<file path="src/rtl/move_pkg.sv">
// constants, register map and types of the move trajectory generator
// assumes a single core clock domain shared by every module using it
package move_pkg;

    // register byte offsets, one aligned word each
    localparam logic [7:0] OFF_CTRL = 8'h00;
    localparam logic [7:0] OFF_SPEED = 8'h04;
    localparam logic [7:0] OFF_MAX_SPEED = 8'h08;
    localparam logic [7:0] OFF_ACCEL = 8'h0C;
    localparam logic [7:0] OFF_DECEL = 8'h10;
    localparam logic [7:0] OFF_DEST_STEPS = 8'h14;
    localparam logic [7:0] OFF_DEST_USTEP = 8'h18;
    localparam logic [7:0] OFF_DISP = 8'h1C;
    localparam logic [7:0] OFF_CMD = 8'h20;
    localparam logic [7:0] OFF_STATUS = 8'h24;
    localparam logic [7:0] OFF_POS = 8'h28;
    localparam logic [7:0] OFF_CUR_SPEED = 8'h2C;
    localparam logic [7:0] OFF_DEST = 8'h30;
    localparam logic [7:0] OFF_IRQ_STAT = 8'h34;
    localparam logic [7:0] OFF_IRQ_MASK = 8'h38;

    // control field positions and reset value
    localparam int CTRL_ACCEL_EN = 0;
    localparam int CTRL_DECEL_EN = 1;
    localparam int CTRL_MAX_EN = 2;
    localparam int CTRL_ENC_UNITS = 3;
    localparam int CTRL_W = 4;
    localparam logic [3:0] CTRL_RESET = 4'h3;

    // command word bits, write only
    localparam int CMD_ABS = 0;
    localparam int CMD_REL = 1;
    localparam int CMD_STOP = 2;

    // status word bits
    localparam int STAT_MOVING = 0;
    localparam int STAT_DIR = 1;
    localparam int STAT_ACCEL = 2;
    localparam int STAT_CRUISE = 3;
    localparam int STAT_DECEL = 4;
    localparam int STAT_STOPPING = 5;

    // interrupt bits
    localparam int IRQ_DONE = 0;
    localparam int IRQ_ERR = 1;
    localparam int IRQ_W = 2;

    // speed in position units per second
    localparam int SPEED_W = 17;
    localparam int unsigned SPEED_CEIL = 100000;
    localparam logic [16:0] SPEED_RESET = 17'h003E8;
    localparam logic [31:0] ACCEL_RESET = 32'h00002710;
    localparam logic [31:0] DECEL_RESET = 32'h00002710;

    // timing
    localparam int unsigned CLK_HZ_DEF = 20000000;
    localparam int unsigned CLK_PERIOD_NS = 50;
    localparam int unsigned RAMP_LIMIT_MIN = 5;
    localparam int unsigned RAMP_LIMIT_S = RAMP_LIMIT_MIN * 60;
    // slowest ramp that still reaches top speed in under the limit
    localparam logic [31:0] RATE_MIN =
        32'((SPEED_CEIL + RAMP_LIMIT_S - 1) / RAMP_LIMIT_S);
    // at most one speed unit per clock
    localparam logic [31:0] RATE_MAX = 32'(CLK_HZ_DEF - 1);

    // positioning
    localparam int POS_W = 32;
    localparam int USTEP_W = 8;
    localparam int USTEP_PER_STEP_DEF = 256;

    typedef enum logic [3:0] {
        ST_IDLE = 4'b0001,
        ST_ACCEL = 4'b0010,
        ST_CRUISE = 4'b0100,
        ST_DECEL = 4'b1000
    } motion_state_type;

endpackage

</file>
<file path="src/rtl/ramp_if.sv">
// carrier between the register file and one ramp rate checker
// assumes both ends run on the same core clock
`timescale 1ns/100ps
interface ramp_if;
    logic wr;
    logic [31:0] wdata;
    logic [31:0] value;
    logic err;
    modport cfg (output wr, output wdata, input value, input err);
    modport chk (input wr, input wdata, output value, output err);
endinterface

</file>
<file path="src/rtl/ramp_check.sv">
// holds one ramp rate, range checked and clamped on every write
// assumes writes come from the register file on the core clock
`timescale 1ns/100ps
module ramp_check
    import move_pkg::*;
#(
    parameter logic [31:0] RESET_VAL = ACCEL_RESET
) (
    input wire logic core_clk,
    input wire logic reset,
    ramp_if.chk bus
);

    logic [31:0] value_q;
    logic err_q;

    // too slow or too fast values flag an error and are replaced
    always_ff @(posedge core_clk or posedge reset) begin
        if (reset) begin
            value_q <= RESET_VAL;
            err_q <= 1'b0;
        end else begin
            err_q <= 1'b0;
            if (bus.wr) begin
                if (bus.wdata < RATE_MIN) begin
                    value_q <= RATE_MIN;
                    err_q <= 1'b1;
                end else if (bus.wdata > RATE_MAX) begin
                    value_q <= RATE_MAX;
                    err_q <= 1'b1;
                end else begin
                    value_q <= bus.wdata;
                end
            end
        end
    end

    assign bus.value = value_q;
    assign bus.err = err_q;

endmodule

</file>
<file path="src/rtl/move_trajectory_generator.sv">
// one axis move trajectory generator: absolute and relative moves
// with trapezoidal or triangular speed profile, step and direction out
// assumes a plain register port on core_clk, an asynchronous sync pin,
// and an encoder position produced by logic on the same clock
//
// Notes on behaviour
// - absolute move drives axis to given coordinate
// - start ramps up, or runs at speed at once
// - halt at destination, decelerating only if enabled
// - destination in steps plus microsteps or counts
// - first relative move counts from zero
// - idle relative move: current position plus displacement
// - relative move in flight adds to destination
// - during rotation, add to previous destination
// - base is last targeted point, done or not; a smooth stop instead makes the stop point the base
// - relative move from command or sync pulse
// - accel on by default, separate accel, decel
// - raise speed at accel rate to target
// - start braking so rest falls on destination
// - short move goes accel straight to decel
// - ramp needing five minutes is error, clamped
// - commanded speed clamped to configured maximum
// - speed never above 100000 per second
//
// Decided for this implementation: the placing of the registers and the strobed register port.
`timescale 1ns/100ps
module move_trajectory_generator
    import move_pkg::*;
#(
    parameter int USTEPS = USTEP_PER_STEP_DEF,
    parameter int unsigned CLK_HZ = CLK_HZ_DEF
) (
    input wire logic core_clk,
    input wire logic reset,
    input wire logic [7:0] reg_addr,
    input wire logic [31:0] reg_wdata,
    input wire logic reg_wr,
    input wire logic reg_rd,
    output logic [31:0] reg_rdata,
    input wire logic sync_pulse,
    input wire logic [31:0] enc_pos,
    output logic step_out,
    output logic dir_out,
    output logic moving_out,
    output logic irq
);

    ////////////////////////////////////////////////////////////////////
    // register file

    logic [CTRL_W-1:0] ctrl_q;
    logic [SPEED_W-1:0] speed_q;
    logic [SPEED_W-1:0] max_speed_q;
    logic [31:0] dest_steps_q;
    logic [USTEP_W-1:0] dest_ustep_q;
    logic [31:0] disp_q;
    logic [IRQ_W-1:0] irq_stat_q;
    logic [IRQ_W-1:0] irq_mask_q;
    logic [31:0] rdata_q;
    logic irq_q;

    ramp_if accel_bus ();
    ramp_if decel_bus ();

    // separate accel and decel rates, each checked on write
    assign accel_bus.wr = reg_wr && (reg_addr == OFF_ACCEL);
    assign accel_bus.wdata = reg_wdata;
    assign decel_bus.wr = reg_wr && (reg_addr == OFF_DECEL);
    assign decel_bus.wdata = reg_wdata;

    ramp_check #(.RESET_VAL(ACCEL_RESET)) accel_chk (
        .core_clk(core_clk),
        .reset(reset),
        .bus(accel_bus)
    );

    ramp_check #(.RESET_VAL(DECEL_RESET)) decel_chk (
        .core_clk(core_clk),
        .reset(reset),
        .bus(decel_bus)
    );

    // configuration writes; acceleration enabled out of reset
    always_ff @(posedge core_clk or posedge reset) begin
        if (reset) begin
            ctrl_q <= CTRL_RESET;
            speed_q <= SPEED_RESET;
            max_speed_q <= SPEED_W'(SPEED_CEIL);
            dest_steps_q <= '0;
            dest_ustep_q <= '0;
            disp_q <= '0;
            irq_mask_q <= '0;
        end else if (reg_wr) begin
            unique case (reg_addr)
                OFF_CTRL: ctrl_q <= reg_wdata[CTRL_W-1:0];
                OFF_SPEED: speed_q <= reg_wdata[SPEED_W-1:0];
                OFF_MAX_SPEED: max_speed_q <= reg_wdata[SPEED_W-1:0];
                OFF_DEST_STEPS: dest_steps_q <= reg_wdata;
                OFF_DEST_USTEP: dest_ustep_q <= reg_wdata[USTEP_W-1:0];
                OFF_DISP: disp_q <= reg_wdata;
                OFF_IRQ_MASK: irq_mask_q <= reg_wdata[IRQ_W-1:0];
                default: ;
            endcase
        end
    end

    ////////////////////////////////////////////////////////////////////
    // command decode and sync pulse

    logic sync_meta_q;
    logic sync_sync_q;
    logic sync_prev_q;
    logic cmd_wr;
    logic abs_go;
    logic rel_go;
    logic stop_go;

    // two flops before anything looks at the pin
    always_ff @(posedge core_clk or posedge reset) begin
        if (reset) begin
            sync_meta_q <= 1'b0;
            sync_sync_q <= 1'b0;
            sync_prev_q <= 1'b0;
        end else begin
            sync_meta_q <= sync_pulse;
            sync_sync_q <= sync_meta_q;
            sync_prev_q <= sync_sync_q;
        end
    end

    assign cmd_wr = reg_wr && (reg_addr == OFF_CMD);
    assign abs_go = cmd_wr && reg_wdata[CMD_ABS];
    // rising sync edge acts exactly like a relative command
    assign rel_go = (cmd_wr && reg_wdata[CMD_REL] && !reg_wdata[CMD_ABS])
        || (sync_sync_q && !sync_prev_q);
    assign stop_go = cmd_wr && reg_wdata[CMD_STOP];

    ////////////////////////////////////////////////////////////////////
    // trajectory datapath

    motion_state_type state_q;
    logic [SPEED_W-1:0] cur_q;
    logic dir_q;
    logic stop_q;
    logic [24:0] pacc_q;
    logic [24:0] racc_q;
    logic [POS_W-1:0] pos_q;
    logic [POS_W-1:0] dest_q;
    logic [POS_W-1:0] dest_d;
    logic [POS_W-1:0] act_pos;
    logic [POS_W-1:0] abs_target;
    logic [POS_W:0] rem;
    logic [POS_W-1:0] rem_abs;
    logic [SPEED_W-1:0] limit;
    logic [SPEED_W-1:0] tgt;
    logic [64:0] brake_lhs;
    logic [33:0] stop_rhs;
    logic need_decel;
    logic wrong_dir;
    logic arrived;
    logic stop_done;
    logic idle;
    logic [31:0] rate;
    logic [25:0] pacc_sum;
    logic [25:0] racc_sum;
    logic step_tick;
    logic ramp_tick;
    logic done_evt;

    assign idle = (state_q == ST_IDLE);
    // position feedback and destination share one unit
    assign act_pos = ctrl_q[CTRL_ENC_UNITS] ? enc_pos : pos_q;
    // steps scaled to microsteps, or raw encoder counts
    assign abs_target = ctrl_q[CTRL_ENC_UNITS] ? dest_steps_q
        : POS_W'(dest_steps_q * USTEPS) + POS_W'(dest_ustep_q);

    // a smooth stop ends once the motor is down to its slowest speed
    assign stop_done = !idle && stop_q && (cur_q <= SPEED_W'(1));

    // destination update; base is the current position when idle, else the last targeted point
    always_comb begin
        dest_d = dest_q;
        if (abs_go) begin
            dest_d = abs_target;
        end else if (rel_go) begin
            if (idle) begin
                // reset value of the position makes the first base zero
                dest_d = act_pos + disp_q;
            end else begin
                // add on the fly, no halt, also while stopping
                dest_d = dest_q + disp_q;
            end
        end else if (stop_done) begin
            dest_d = act_pos;
        end
    end

    always_ff @(posedge core_clk or posedge reset) begin
        if (reset) begin
            dest_q <= '0;
        end else begin
            dest_q <= dest_d;
        end
    end

    // distance left, sign gives the direction needed
    assign rem = {dest_d[POS_W-1], dest_d} - {act_pos[POS_W-1], act_pos};
    assign rem_abs = rem[POS_W] ? POS_W'(-rem) : rem[POS_W-1:0];
    assign arrived = (rem == '0);
    assign wrong_dir = !arrived && (rem[POS_W] != dir_q);

    // configured speed clamped by user maximum and hard ceiling
    assign limit = ctrl_q[CTRL_MAX_EN] ? max_speed_q
        : SPEED_W'(SPEED_CEIL);
    always_comb begin
        tgt = (speed_q > limit) ? limit : speed_q;
        if (tgt > SPEED_W'(SPEED_CEIL)) begin
            tgt = SPEED_W'(SPEED_CEIL);
        end
    end

    // braking distance v^2/(2d) reached: start slowing now
    assign brake_lhs = 65'({rem_abs, 1'b0}) * 65'(decel_bus.value);
    assign stop_rhs = 34'(cur_q) * 34'(cur_q);
    assign need_decel = ctrl_q[CTRL_DECEL_EN]
        && (brake_lhs <= 65'(stop_rhs));

    // step phase accumulator; speed below the clock rate by design
    assign pacc_sum = 26'(pacc_q) + 26'(cur_q);
    assign step_tick = !idle && (pacc_sum >= 26'(CLK_HZ));
    assign rate = (state_q == ST_DECEL) ? decel_bus.value
        : accel_bus.value;
    assign racc_sum = 26'(racc_q) + 26'(rate);
    assign ramp_tick = (racc_sum >= 26'(CLK_HZ));

    ////////////////////////////////////////////////////////////////////
    // motion state machine

    always_ff @(posedge core_clk or posedge reset) begin
        if (reset) begin
            state_q <= ST_IDLE;
            cur_q <= '0;
            dir_q <= 1'b0;
            stop_q <= 1'b0;
            racc_q <= '0;
            done_evt <= 1'b0;
        end else begin
            done_evt <= 1'b0;
            racc_q <= ramp_tick ? 25'(racc_sum - 26'(CLK_HZ))
                : racc_sum[24:0];
            if (abs_go || rel_go) begin
                stop_q <= 1'b0;
            end else if (stop_go && !idle) begin
                stop_q <= 1'b1;
            end
            unique case (state_q)
                ST_IDLE: begin
                    racc_q <= '0;
                    if ((abs_go || rel_go) && !arrived) begin
                        dir_q <= rem[POS_W];
                        state_q <= ST_ACCEL;
                        // no ramp: full speed from the first cycle
                        cur_q <= ctrl_q[CTRL_ACCEL_EN] ? SPEED_W'(1)
                            : tgt;
                    end
                end
                default: begin
                    if (stop_done || (arrived && !stop_q)) begin
                        // at rest on the destination
                        state_q <= ST_IDLE;
                        cur_q <= '0;
                        stop_q <= 1'b0;
                        done_evt <= 1'b1;
                    end else if (wrong_dir && cur_q <= SPEED_W'(1)) begin
                        // reversal only from the slowest speed
                        dir_q <= rem[POS_W];
                        state_q <= ST_ACCEL;
                    end else if (stop_q || wrong_dir || need_decel) begin
                        // entered from accel too: triangular profile
                        state_q <= ST_DECEL;
                        if (!ctrl_q[CTRL_DECEL_EN] && !wrong_dir) begin
                            cur_q <= SPEED_W'(1);
                        end else if (ramp_tick && cur_q > SPEED_W'(1))
                        begin
                            cur_q <= cur_q - SPEED_W'(1);
                        end
                    end else if (!ctrl_q[CTRL_ACCEL_EN]) begin
                        state_q <= ST_CRUISE;
                        cur_q <= tgt;
                    end else if (cur_q < tgt) begin
                        state_q <= ST_ACCEL;
                        if (ramp_tick) begin
                            cur_q <= cur_q + SPEED_W'(1);
                        end
                    end else begin
                        // target reached or lowered: hold it
                        state_q <= ST_CRUISE;
                        cur_q <= tgt;
                    end
                end
            endcase
        end
    end

    ////////////////////////////////////////////////////////////////////
    // step generation and commanded position

    always_ff @(posedge core_clk or posedge reset) begin
        if (reset) begin
            pacc_q <= '0;
            pos_q <= '0;
            step_out <= 1'b0;
            dir_out <= 1'b0;
        end else begin
            step_out <= 1'b0;
            dir_out <= dir_q;
            if (idle) begin
                pacc_q <= '0;
            end else if (step_tick && !arrived && !wrong_dir) begin
                // never step past the target; waits for reversal
                pacc_q <= 25'(pacc_sum - 26'(CLK_HZ));
                step_out <= 1'b1;
                pos_q <= dir_q ? pos_q - POS_W'(1) : pos_q + POS_W'(1);
            end else if (!step_tick) begin
                pacc_q <= pacc_sum[24:0];
            end
        end
    end

    ////////////////////////////////////////////////////////////////////
    // interrupts, status and read port

    logic [IRQ_W-1:0] irq_set;
    logic [IRQ_W-1:0] irq_clr;

    assign irq_set[IRQ_DONE] = done_evt;
    assign irq_set[IRQ_ERR] = accel_bus.err || decel_bus.err;
    assign irq_clr = (reg_wr && reg_addr == OFF_IRQ_STAT)
        ? reg_wdata[IRQ_W-1:0] : '0;

    // write one to clear; a new event in the same cycle wins
    always_ff @(posedge core_clk or posedge reset) begin
        if (reset) begin
            irq_stat_q <= '0;
            irq_q <= 1'b0;
        end else begin
            irq_stat_q <= (irq_stat_q & ~irq_clr) | irq_set;
            irq_q <= |(((irq_stat_q & ~irq_clr) | irq_set) & irq_mask_q);
        end
    end
    assign irq = irq_q;

    // moving flag follows the state machine, one cycle behind
    always_ff @(posedge core_clk or posedge reset) begin
        if (reset) begin
            moving_out <= 1'b0;
        end else begin
            moving_out <= !idle;
        end
    end

    // read data one cycle after the strobe, zero otherwise
    always_ff @(posedge core_clk or posedge reset) begin
        if (reset) begin
            rdata_q <= '0;
        end else begin
            rdata_q <= '0;
            if (reg_rd) begin
                unique case (reg_addr)
                    OFF_CTRL: rdata_q <= 32'(ctrl_q);
                    OFF_SPEED: rdata_q <= 32'(speed_q);
                    OFF_MAX_SPEED: rdata_q <= 32'(max_speed_q);
                    OFF_ACCEL: rdata_q <= accel_bus.value;
                    OFF_DECEL: rdata_q <= decel_bus.value;
                    OFF_DEST_STEPS: rdata_q <= dest_steps_q;
                    OFF_DEST_USTEP: rdata_q <= 32'(dest_ustep_q);
                    OFF_DISP: rdata_q <= disp_q;
                    OFF_STATUS: begin
                        rdata_q[STAT_MOVING] <= !idle;
                        rdata_q[STAT_DIR] <= dir_q;
                        rdata_q[STAT_ACCEL] <= (state_q == ST_ACCEL);
                        rdata_q[STAT_CRUISE] <= (state_q == ST_CRUISE);
                        rdata_q[STAT_DECEL] <= (state_q == ST_DECEL);
                        rdata_q[STAT_STOPPING] <= stop_q;
                    end
                    OFF_POS: rdata_q <= act_pos;
                    OFF_CUR_SPEED: rdata_q <= 32'(cur_q);
                    OFF_DEST: rdata_q <= dest_q;
                    OFF_IRQ_STAT: rdata_q <= 32'(irq_stat_q);
                    OFF_IRQ_MASK: rdata_q <= 32'(irq_mask_q);
                    default: rdata_q <= '0;
                endcase
            end
        end
    end
    assign reg_rdata = rdata_q;

endmodule

</file>
<file path="config.mk">
export PLATFORM = sky130hd
export DESIGN_NAME = move_trajectory_generator
export DESIGN_NICKNAME = d
export VERILOG_FILES = /design/src/rtl/move_pkg.sv /design/src/rtl/ramp_if.sv /design/src/rtl/ramp_check.sv /design/src/rtl/move_trajectory_generator.sv
export SDC_FILE = /design/constraint.sdc
export NUM_CORES = 2
export LEC_CHECK = 0
export CAP_MARGIN = 20
export CORE_MARGIN = 3
export CORE_UTILIZATION = 71
export DETAILED_ROUTE_END_ITERATION = 12
export DONT_BUFFER_PORTS = 1
export HOLD_SLACK_MARGIN = 0.15
export PLACE_DENSITY = 0.87
export SLEW_MARGIN = 15
export SYNTH_ARGS = -nofsm -noshare
export SYNTH_HDL_FRONTEND = slang
export SYNTH_SLANG_ARGS = --single-unit
</file>
<file path="constraint.sdc">
create_clock -name core_clk -period 31.4 [get_ports core_clk]
set_input_delay 3.14 -clock core_clk [delete_from_list [all_inputs] [get_ports core_clk]]
set_output_delay 3.14 -clock core_clk [all_outputs]
set_load 0.02 [all_outputs]
</file>
; Yosys cells after proc, flatten, opt, wreduce, memory -nomap -nowiden
; Index checks and enable logic that the tools add are counted.
[totals]
regBits = 357
latchBits = 0
mem_bits_rw = 0
rom_bits = 0
inputBits = 77
out_inout_bits = 36
elab_cells = 190
n_memories = 0
[op_classes]
n_addsub = 13
mul = 2
div = 0
n_lt_le_gt_ge = 10
eq_ne = 25
shifts = 0
n_mux = 57
n_bitwise = 5
reduce_logical = 49
[op_table]
columns = cell, count
row1 = $mux W32, 11
row2 = $pmux W26 S10, 1
row3 = $mux W17, 14
row4 = $mux W25, 5
row5 = $pmux W6 S14, 1
row6 = $le A65 B34 Y1, 1
row7 = $add A32 B32 Y32, 2
row8 = $mul A32 B32 Y64, 1
row9 = $eq A8 B6 Y1 const B, 7
row10 = $ge A26 B25 Y1 const B, 2
row11 = $sub A25 B25 Y25 const B, 2
row12 = $mul A17 B17 Y34, 1
row13 = $logic_not A33 Y1, 1
row14 = $sub A32 B32 Y33, 1
row15 = $add A32 B1 Y32 const B, 1
row16 = $add A32 B8 Y32, 1
row17 = $eq A8 B5 Y1 const B, 4
row18 = $gt A32 B25 Y1 const B, 1
row19 = $lt A32 B9 Y1 const B, 1
row20 = $neg A32 Y32, 1
row21 = $sub A32 B1 Y32 const B, 1
row22 = $add A25 B17 Y26, 1
row23 = $add A25 B26 Y26, 1
row24 = $mux W26, 1
row25 = 37 further kinds, 98

; Longest topological paths before layout
[logic_depth]
ltp_word = 18
depth_mapped = 81
ltp_nobuf = 75

; Cells and area by module
; A second synthesis with hierarchy kept.
[hier_totals]
cells_unflattened = 7939
hier_area_um2 = 70137.3
[modules_own_cells]
columns = mod, instances, cells_per_inst, area_each_um2, seq_area_each_um2
row1 = move_trajectory_generator, 1, 7694, 67255.8, 7300.8
row2 = ramp_check at decel_chk, 1, 123, 1450.1, 832.0
row3 = ramp_check at accel_chk, 1, 122, 1431.4, 832.0

; Least setup slack after synthesis
; No wires, ideal clock.
[synth_timing]
path_kind = input-to-reg
startpoint = input port enc_pos[0]
endpoint = register cur_q[13]
setup_time_ns = 0.110
arrival_time_ns = 18.600
required_ns = 31.290
setup_slack_ns = 12.689
path_stages = 69
path_buffers = 3
cell_sequence = mux2i_1 > o21ai_0 > ha_1 > inv_1 > fa_1 > nor2b_1 > o21ai_0 > a21boi_0 > o21ai_0 > a211oi_1 > o31ai_1 > a2111oi_0 > nor2_1 > a21oi_1 > a41oi_1 > a21oi_1 > o41ai_1 > xnor2_1 > [... 33 more ...] > nor3_1 > xnor2_1 > ha_1 > nand4_1 > nor2_1 > nand2_1 > or3_1 > o32ai_1 > o2111ai_1 > nor4_1 > nand4_1 > or4_1 > o41ai_4 > nor2_8 > buf_2 > nor3_1 > a211oi_1 > o41ai_1
[synth_between]
elab_chain_len = 16
word_cells_on_any_way = 34
cone_classes = 3 x add/sub / 1 x mul / 1 x order compare / 5 x eq/ne / 11 x mux / 13 x reduce/logical
[synth_lines]
columns = item, line
row1 = "start, declared", move_trajectory_generator.sv:41  ; input wire logic [31:0] enc_pos,
row2 = $mux W32 *, move_trajectory_generator.sv:172  ; assign act_pos = ctrl_q[CTRL_ENC_UNITS] ? enc_pos : pos_q;
row3 = $add A32 B32 Y32 *, move_trajectory_generator.sv:188  ; dest_d = act_pos + disp_q;
row4 = $mux W32 *, move_trajectory_generator.sv:186  ; if (idle) begin
row5 = $mux W32 *, move_trajectory_generator.sv:185  ; end else if (rel_go) begin
row6 = $mux W32 *, move_trajectory_generator.sv:183  ; if (abs_go) begin
row7 = named net dest_d[26], move_trajectory_generator.sv:149  ; logic [POS_W-1:0] dest_d;
row8 = $sub A32 B32 Y33 *, move_trajectory_generator.sv:207  ; assign rem = {dest_d[POS_W-1], dest_d} - {act_pos[POS_W-1], act_pos};
row9 = $neg A32 Y32 or $logic_not A33 Y1 (tied branches), "move_trajectory_generator.sv:208, move_trajectory_generator.sv:209"
row10 = $mux W32 or $logic_not A1 Y1 (tied branches), "move_trajectory_generator.sv:208, move_trajectory_generator.sv:210, move_trajectory_generator.sv:259"
row11 = $mul A32 B32 Y64 or $logic_and A1 B1 Y1 (tied branches), "move_trajectory_generator.sv:223, move_trajectory_generator.sv:210"
row12 = $le A65 B34 Y1 or $logic_not A1 Y1 (tied branches), "move_trajectory_generator.sv:226, move_trajectory_generator.sv:281"
row13 = $logic_and A1 B1 Y1 (on tied branches), "move_trajectory_generator.sv:226, move_trajectory_generator.sv:281"
row14 = $logic_or A1 B1 Y1 or $mux W17 (tied branches), "move_trajectory_generator.sv:278, move_trajectory_generator.sv:281"
row15 = $mux W17, move_trajectory_generator.sv:278  ; end else if (stop_q || wrong_dir || need_decel) begin
row16 = $mux W17, move_trajectory_generator.sv:274  ; end else if (wrong_dir && cur_q <= SPEED_W'(1)) begin
row17 = $mux W17, move_trajectory_generator.sv:268  ; if (stop_done || (arrived && !stop_q)) begin
row18 = $mux W17, move_trajectory_generator.sv:256  ; unique case (state_q)
row19 = "end signal, assigned", move_trajectory_generator.sv:263  ; cur_q <= ctrl_q[CTRL_ACCEL_EN] ? SPEED_W'(1)
row20 = "end signal, assigned", move_trajectory_generator.sv:285  ; cur_q <= cur_q - SPEED_W'(1);
row21 = "end signal, assigned", move_trajectory_generator.sv:289  ; cur_q <= tgt;
row22 = "end, declared", move_trajectory_generator.sv:142  ; logic [SPEED_W-1:0] cur_q;
; Mark *: on every way through the listed nets, which the timed path passes. The rest lies on a longest branch. The select of a mux whose other input is x is not followed.
; A chain may end at the register's enable or synchronous reset.

; Worst setup path after layout
; Same ends and word-level chain as after synthesis.

==> summary.md <==
| Metric | Value |
|---|---|
| Io pins | `113` |
| Via/cell ratio | `~6.5` |
| Vias in the first global route | `~61000` |
| CTS tree | `yes` |
| Reg2Reg Depth | `approximately 70` |
| Mean post-synth cell area | `around 8.8 µm²` |
| Ranking of synthesized cells by area | `fa_1, dfrtp_1, ha_1, inv_1, and2_1` |
| Initial antenna violation count | `6` |
| Relative slew margins | `0.253` |
| Clock transition at path regs | `roughly 0.070 ns` |
| Die Y | `between 300 and 400 µm` |
| Wire length per cell | `23.6 µm` |
| Die area | `between 0.1 and 0.15 mm²` |
| Synth Cell Area | `0.0695 mm²` |
| Worst Path Max Fanout | `32` |
| Clk buf depth | `3` |
| Largest net degree at the start of global routing | `~150` |
| Maximum clock frequency | `0.0476 GHz` |
| Asr flop ratio synth | `1.00` |
| Count of final hold-check violations | `0` |
| Worst Hold Class | `reg2reg` |
| Post-synth EDFFs | `0` |
| GPL Wtd Cong | `1.02` |
| Synth top area share | `0.315` |
| Slew at the pin closest to its max-slew limit | `between 1 and 1.5 ns` |
| Non-Filler Instances | `about 9000` |
| Share of cells above drive strength 1 | `0.0572` |
| Hold Path Stages | `0` |
| Startpoint types | `input pin` |
| Setup TNS | `0 ns` |
| Post-synthesis sequential area ratio | `0.129` |
| Fin. max-slew vios | `0` |
| Most numerous cell in the Yosys netlist | `inv_1` |
| Layout area overhead | `3.44%` |
| Post-DP HPWL | `between 150000 and 200000 µm` |
| Die width | `about 320 µm` |
| Stages on the worst setup path | `65` |
| Core Region | `between 0.09 and 0.1 mm²` |
| Clk_lat worst skew | `about 0.56 ns` |
| Worst EP arrival | `21.44 ns` |
| Root Driver | `clkbuf_16` |
| Critical Path RT | `31.84 ns` |
| CP most frequent cell | `fa_1` |
| RSZ-0062 raised after global routing | `no` |
| DRC viols | `0` |
| Max-cap violations | `0` |
| Worst setup EP type | `register` |
| CTS buffer count | `35` |
| Top post-synthesis cells by count | `inv_1, fa_1, nand2_1` |
| CP max-delay cell | `o41ai_4` |
| Cell count after placement | `approximately 8900` |
| DR iter-0 viols | `about 6000` |
| Total number of vias | `between 50000 and 60000` |
| First-pass GRT wire length | `337000 µm` |
| Outcome | `completed` |
| Max incr delay on CP | `0.81 ns` |
| Post-cts resize count | `0` |
| Routed Antenna Nets | `0` |
| Kind of critical path | `in2reg` |
| Cell variety after synth | `96` |
| Port bufs | `0` |
| Setup violators final | `0` |
| FF+latch count, synth | `roughly 360` |
| Hold buffer count at cts | `0` |
| Total global routing overflow | `0` |
| Top_reg_cell synth | `dfrtp_1` |
| Starting Density | `0.717` |
| GRT Overall Usage | `0.422` |
| Warnings, synthesis | `0` |
| Postcts setup bufs | `0` |
| Nets | `between 9000 and 10000` |
| TritonRoute pass-1 iters | `7` |
| Tmin final | `between 20 and 25 ns` |
| Area leader, netlist | `fa_1` |
| Core Rows | `114` |
| Fin crit share | `0.669` |
| Final WL | `approximately 210000 µm` |
| CP bufs+invs | `7` |
| Mapped Nets | `9666` |
| Crit path max-delay family | `compound AO/OA/AOI/OAI gates` |
| # clock sinks | `357` |
| Fin Clk Skew | `about 0.024 ns` |
| H-tree levels | `2` |
| Gate Count Post-Synth | `7914` |
## sequential cells by signal, summed over array words and instances (netlist names), 25 cells and up
name	count
accel_chk.bus.value	32
decel_chk.bus.value	32
dest_q	32
dest_steps_q	32
disp_q	32
pacc_q	25
pos_q	32
racc_q	25
reg_rdata	32
## per-layer routing
metal  routed length (µm)  global-route usage
met2                98200               0.687
met5                   43                   0
met3                24100               0.107
met1                75900               0.524
met4                13300               0.217
## worst register-to-register path: cells and delay by family, from the launching register on
family | cells | cell delay [ns]
compound gates | 25 | 7.47
xor+xnor | 2 | 0.35
fa+ha+maj | 13 | 5.81
buf+inv | 10 | 1.40
flops | 1 | 0.56
mux | 2 | 0.93
simple gates | 16 | 3.23
## final cells by class
cell class / count / area (µm²)
multi-input cells: 5852 / 54400
fillers: 6927 / 25000
flip-flops and latches: 357 / 8970
inverters: 1305 / 4910
well taps: 1276 / 1600
clock buffers: 49 / 1030
repair buffers: 115 / 876
clock inverters: 11 / 92.6
diodes: 3 / 7.51
## cell usage in the layout, fill, tap and decap left out, types with 45 or more instances in the layout
| cell | instances |
|---|---|
| o21a_1 | 55 |
| mux2_2 | 137 |
| dfrtp_1 | 329 |
| nor2b_1 | 62 |
| and2_1 | 588 |
| nand2b_1 | 61 |
| a211oi_1 | 73 |
| xor2_1 | 85 |
| nand3_1 | 90 |
| ha_1 | 581 |
| o21ai_0 | 294 |
| xnor2_1 | 148 |
| a21o_1 | 72 |
| fa_1 | 1094 |
| buf_4 | 114 |
| a31oi_1 | 45 |
| mux2i_1 | 81 |
| nor2_1 | 332 |
| inv_1 | 1294 |
| nand2_1 | 974 |
| a21oi_1 | 306 |
| nor3_1 | 95 |
## path summary, 6_finish.rpt
check,start,to,slack (ns)
setup / recovery,enc_pos[0],cur_q[13],10.40
hold / removal,sync_meta_q,sync_sync_q,0.35
setup reg to reg,state_q[0],cur_q[13],11.61
hold reg to reg,sync_meta_q,sync_sync_q,0.35
max in group asynchronous,reset,ctrl_q[3],27.18
min in group asynchronous,reset,reg_rdata[3],2.65
## cells by family after synthesis
group                    after synthesis  share of synthesized area
flip-flops                           357                      0.129
AO/OA/AOI/OAI                       1258                      0.120
AND/OR/NAND/NOR                     2438                      0.172
multiplexers                         218                     0.0339
buffers and inverters               1705                     0.0925
XOR/XNOR                             263                     0.0332
adder cells (fa/ha/maj)             1675                      0.420
## through the flow
step	hold slack, ns	area (µm²)	util	setup slack (ns)
final	0.353	71900	0.742	10.40
after global routing	0.370	71900	0.742	9.31
after CTS	0.354	71900	0.742	10.77
after detailed placement	0.338	70700	0.730	10.34
after global placement	0.336	70700	0.730	10.76
after floorplan	0.331	69500	-	12.69
Power is left out: the tool's default activity adds up to more than one toggle a clock period on the data nets, which glitch-free logic cannot reach.
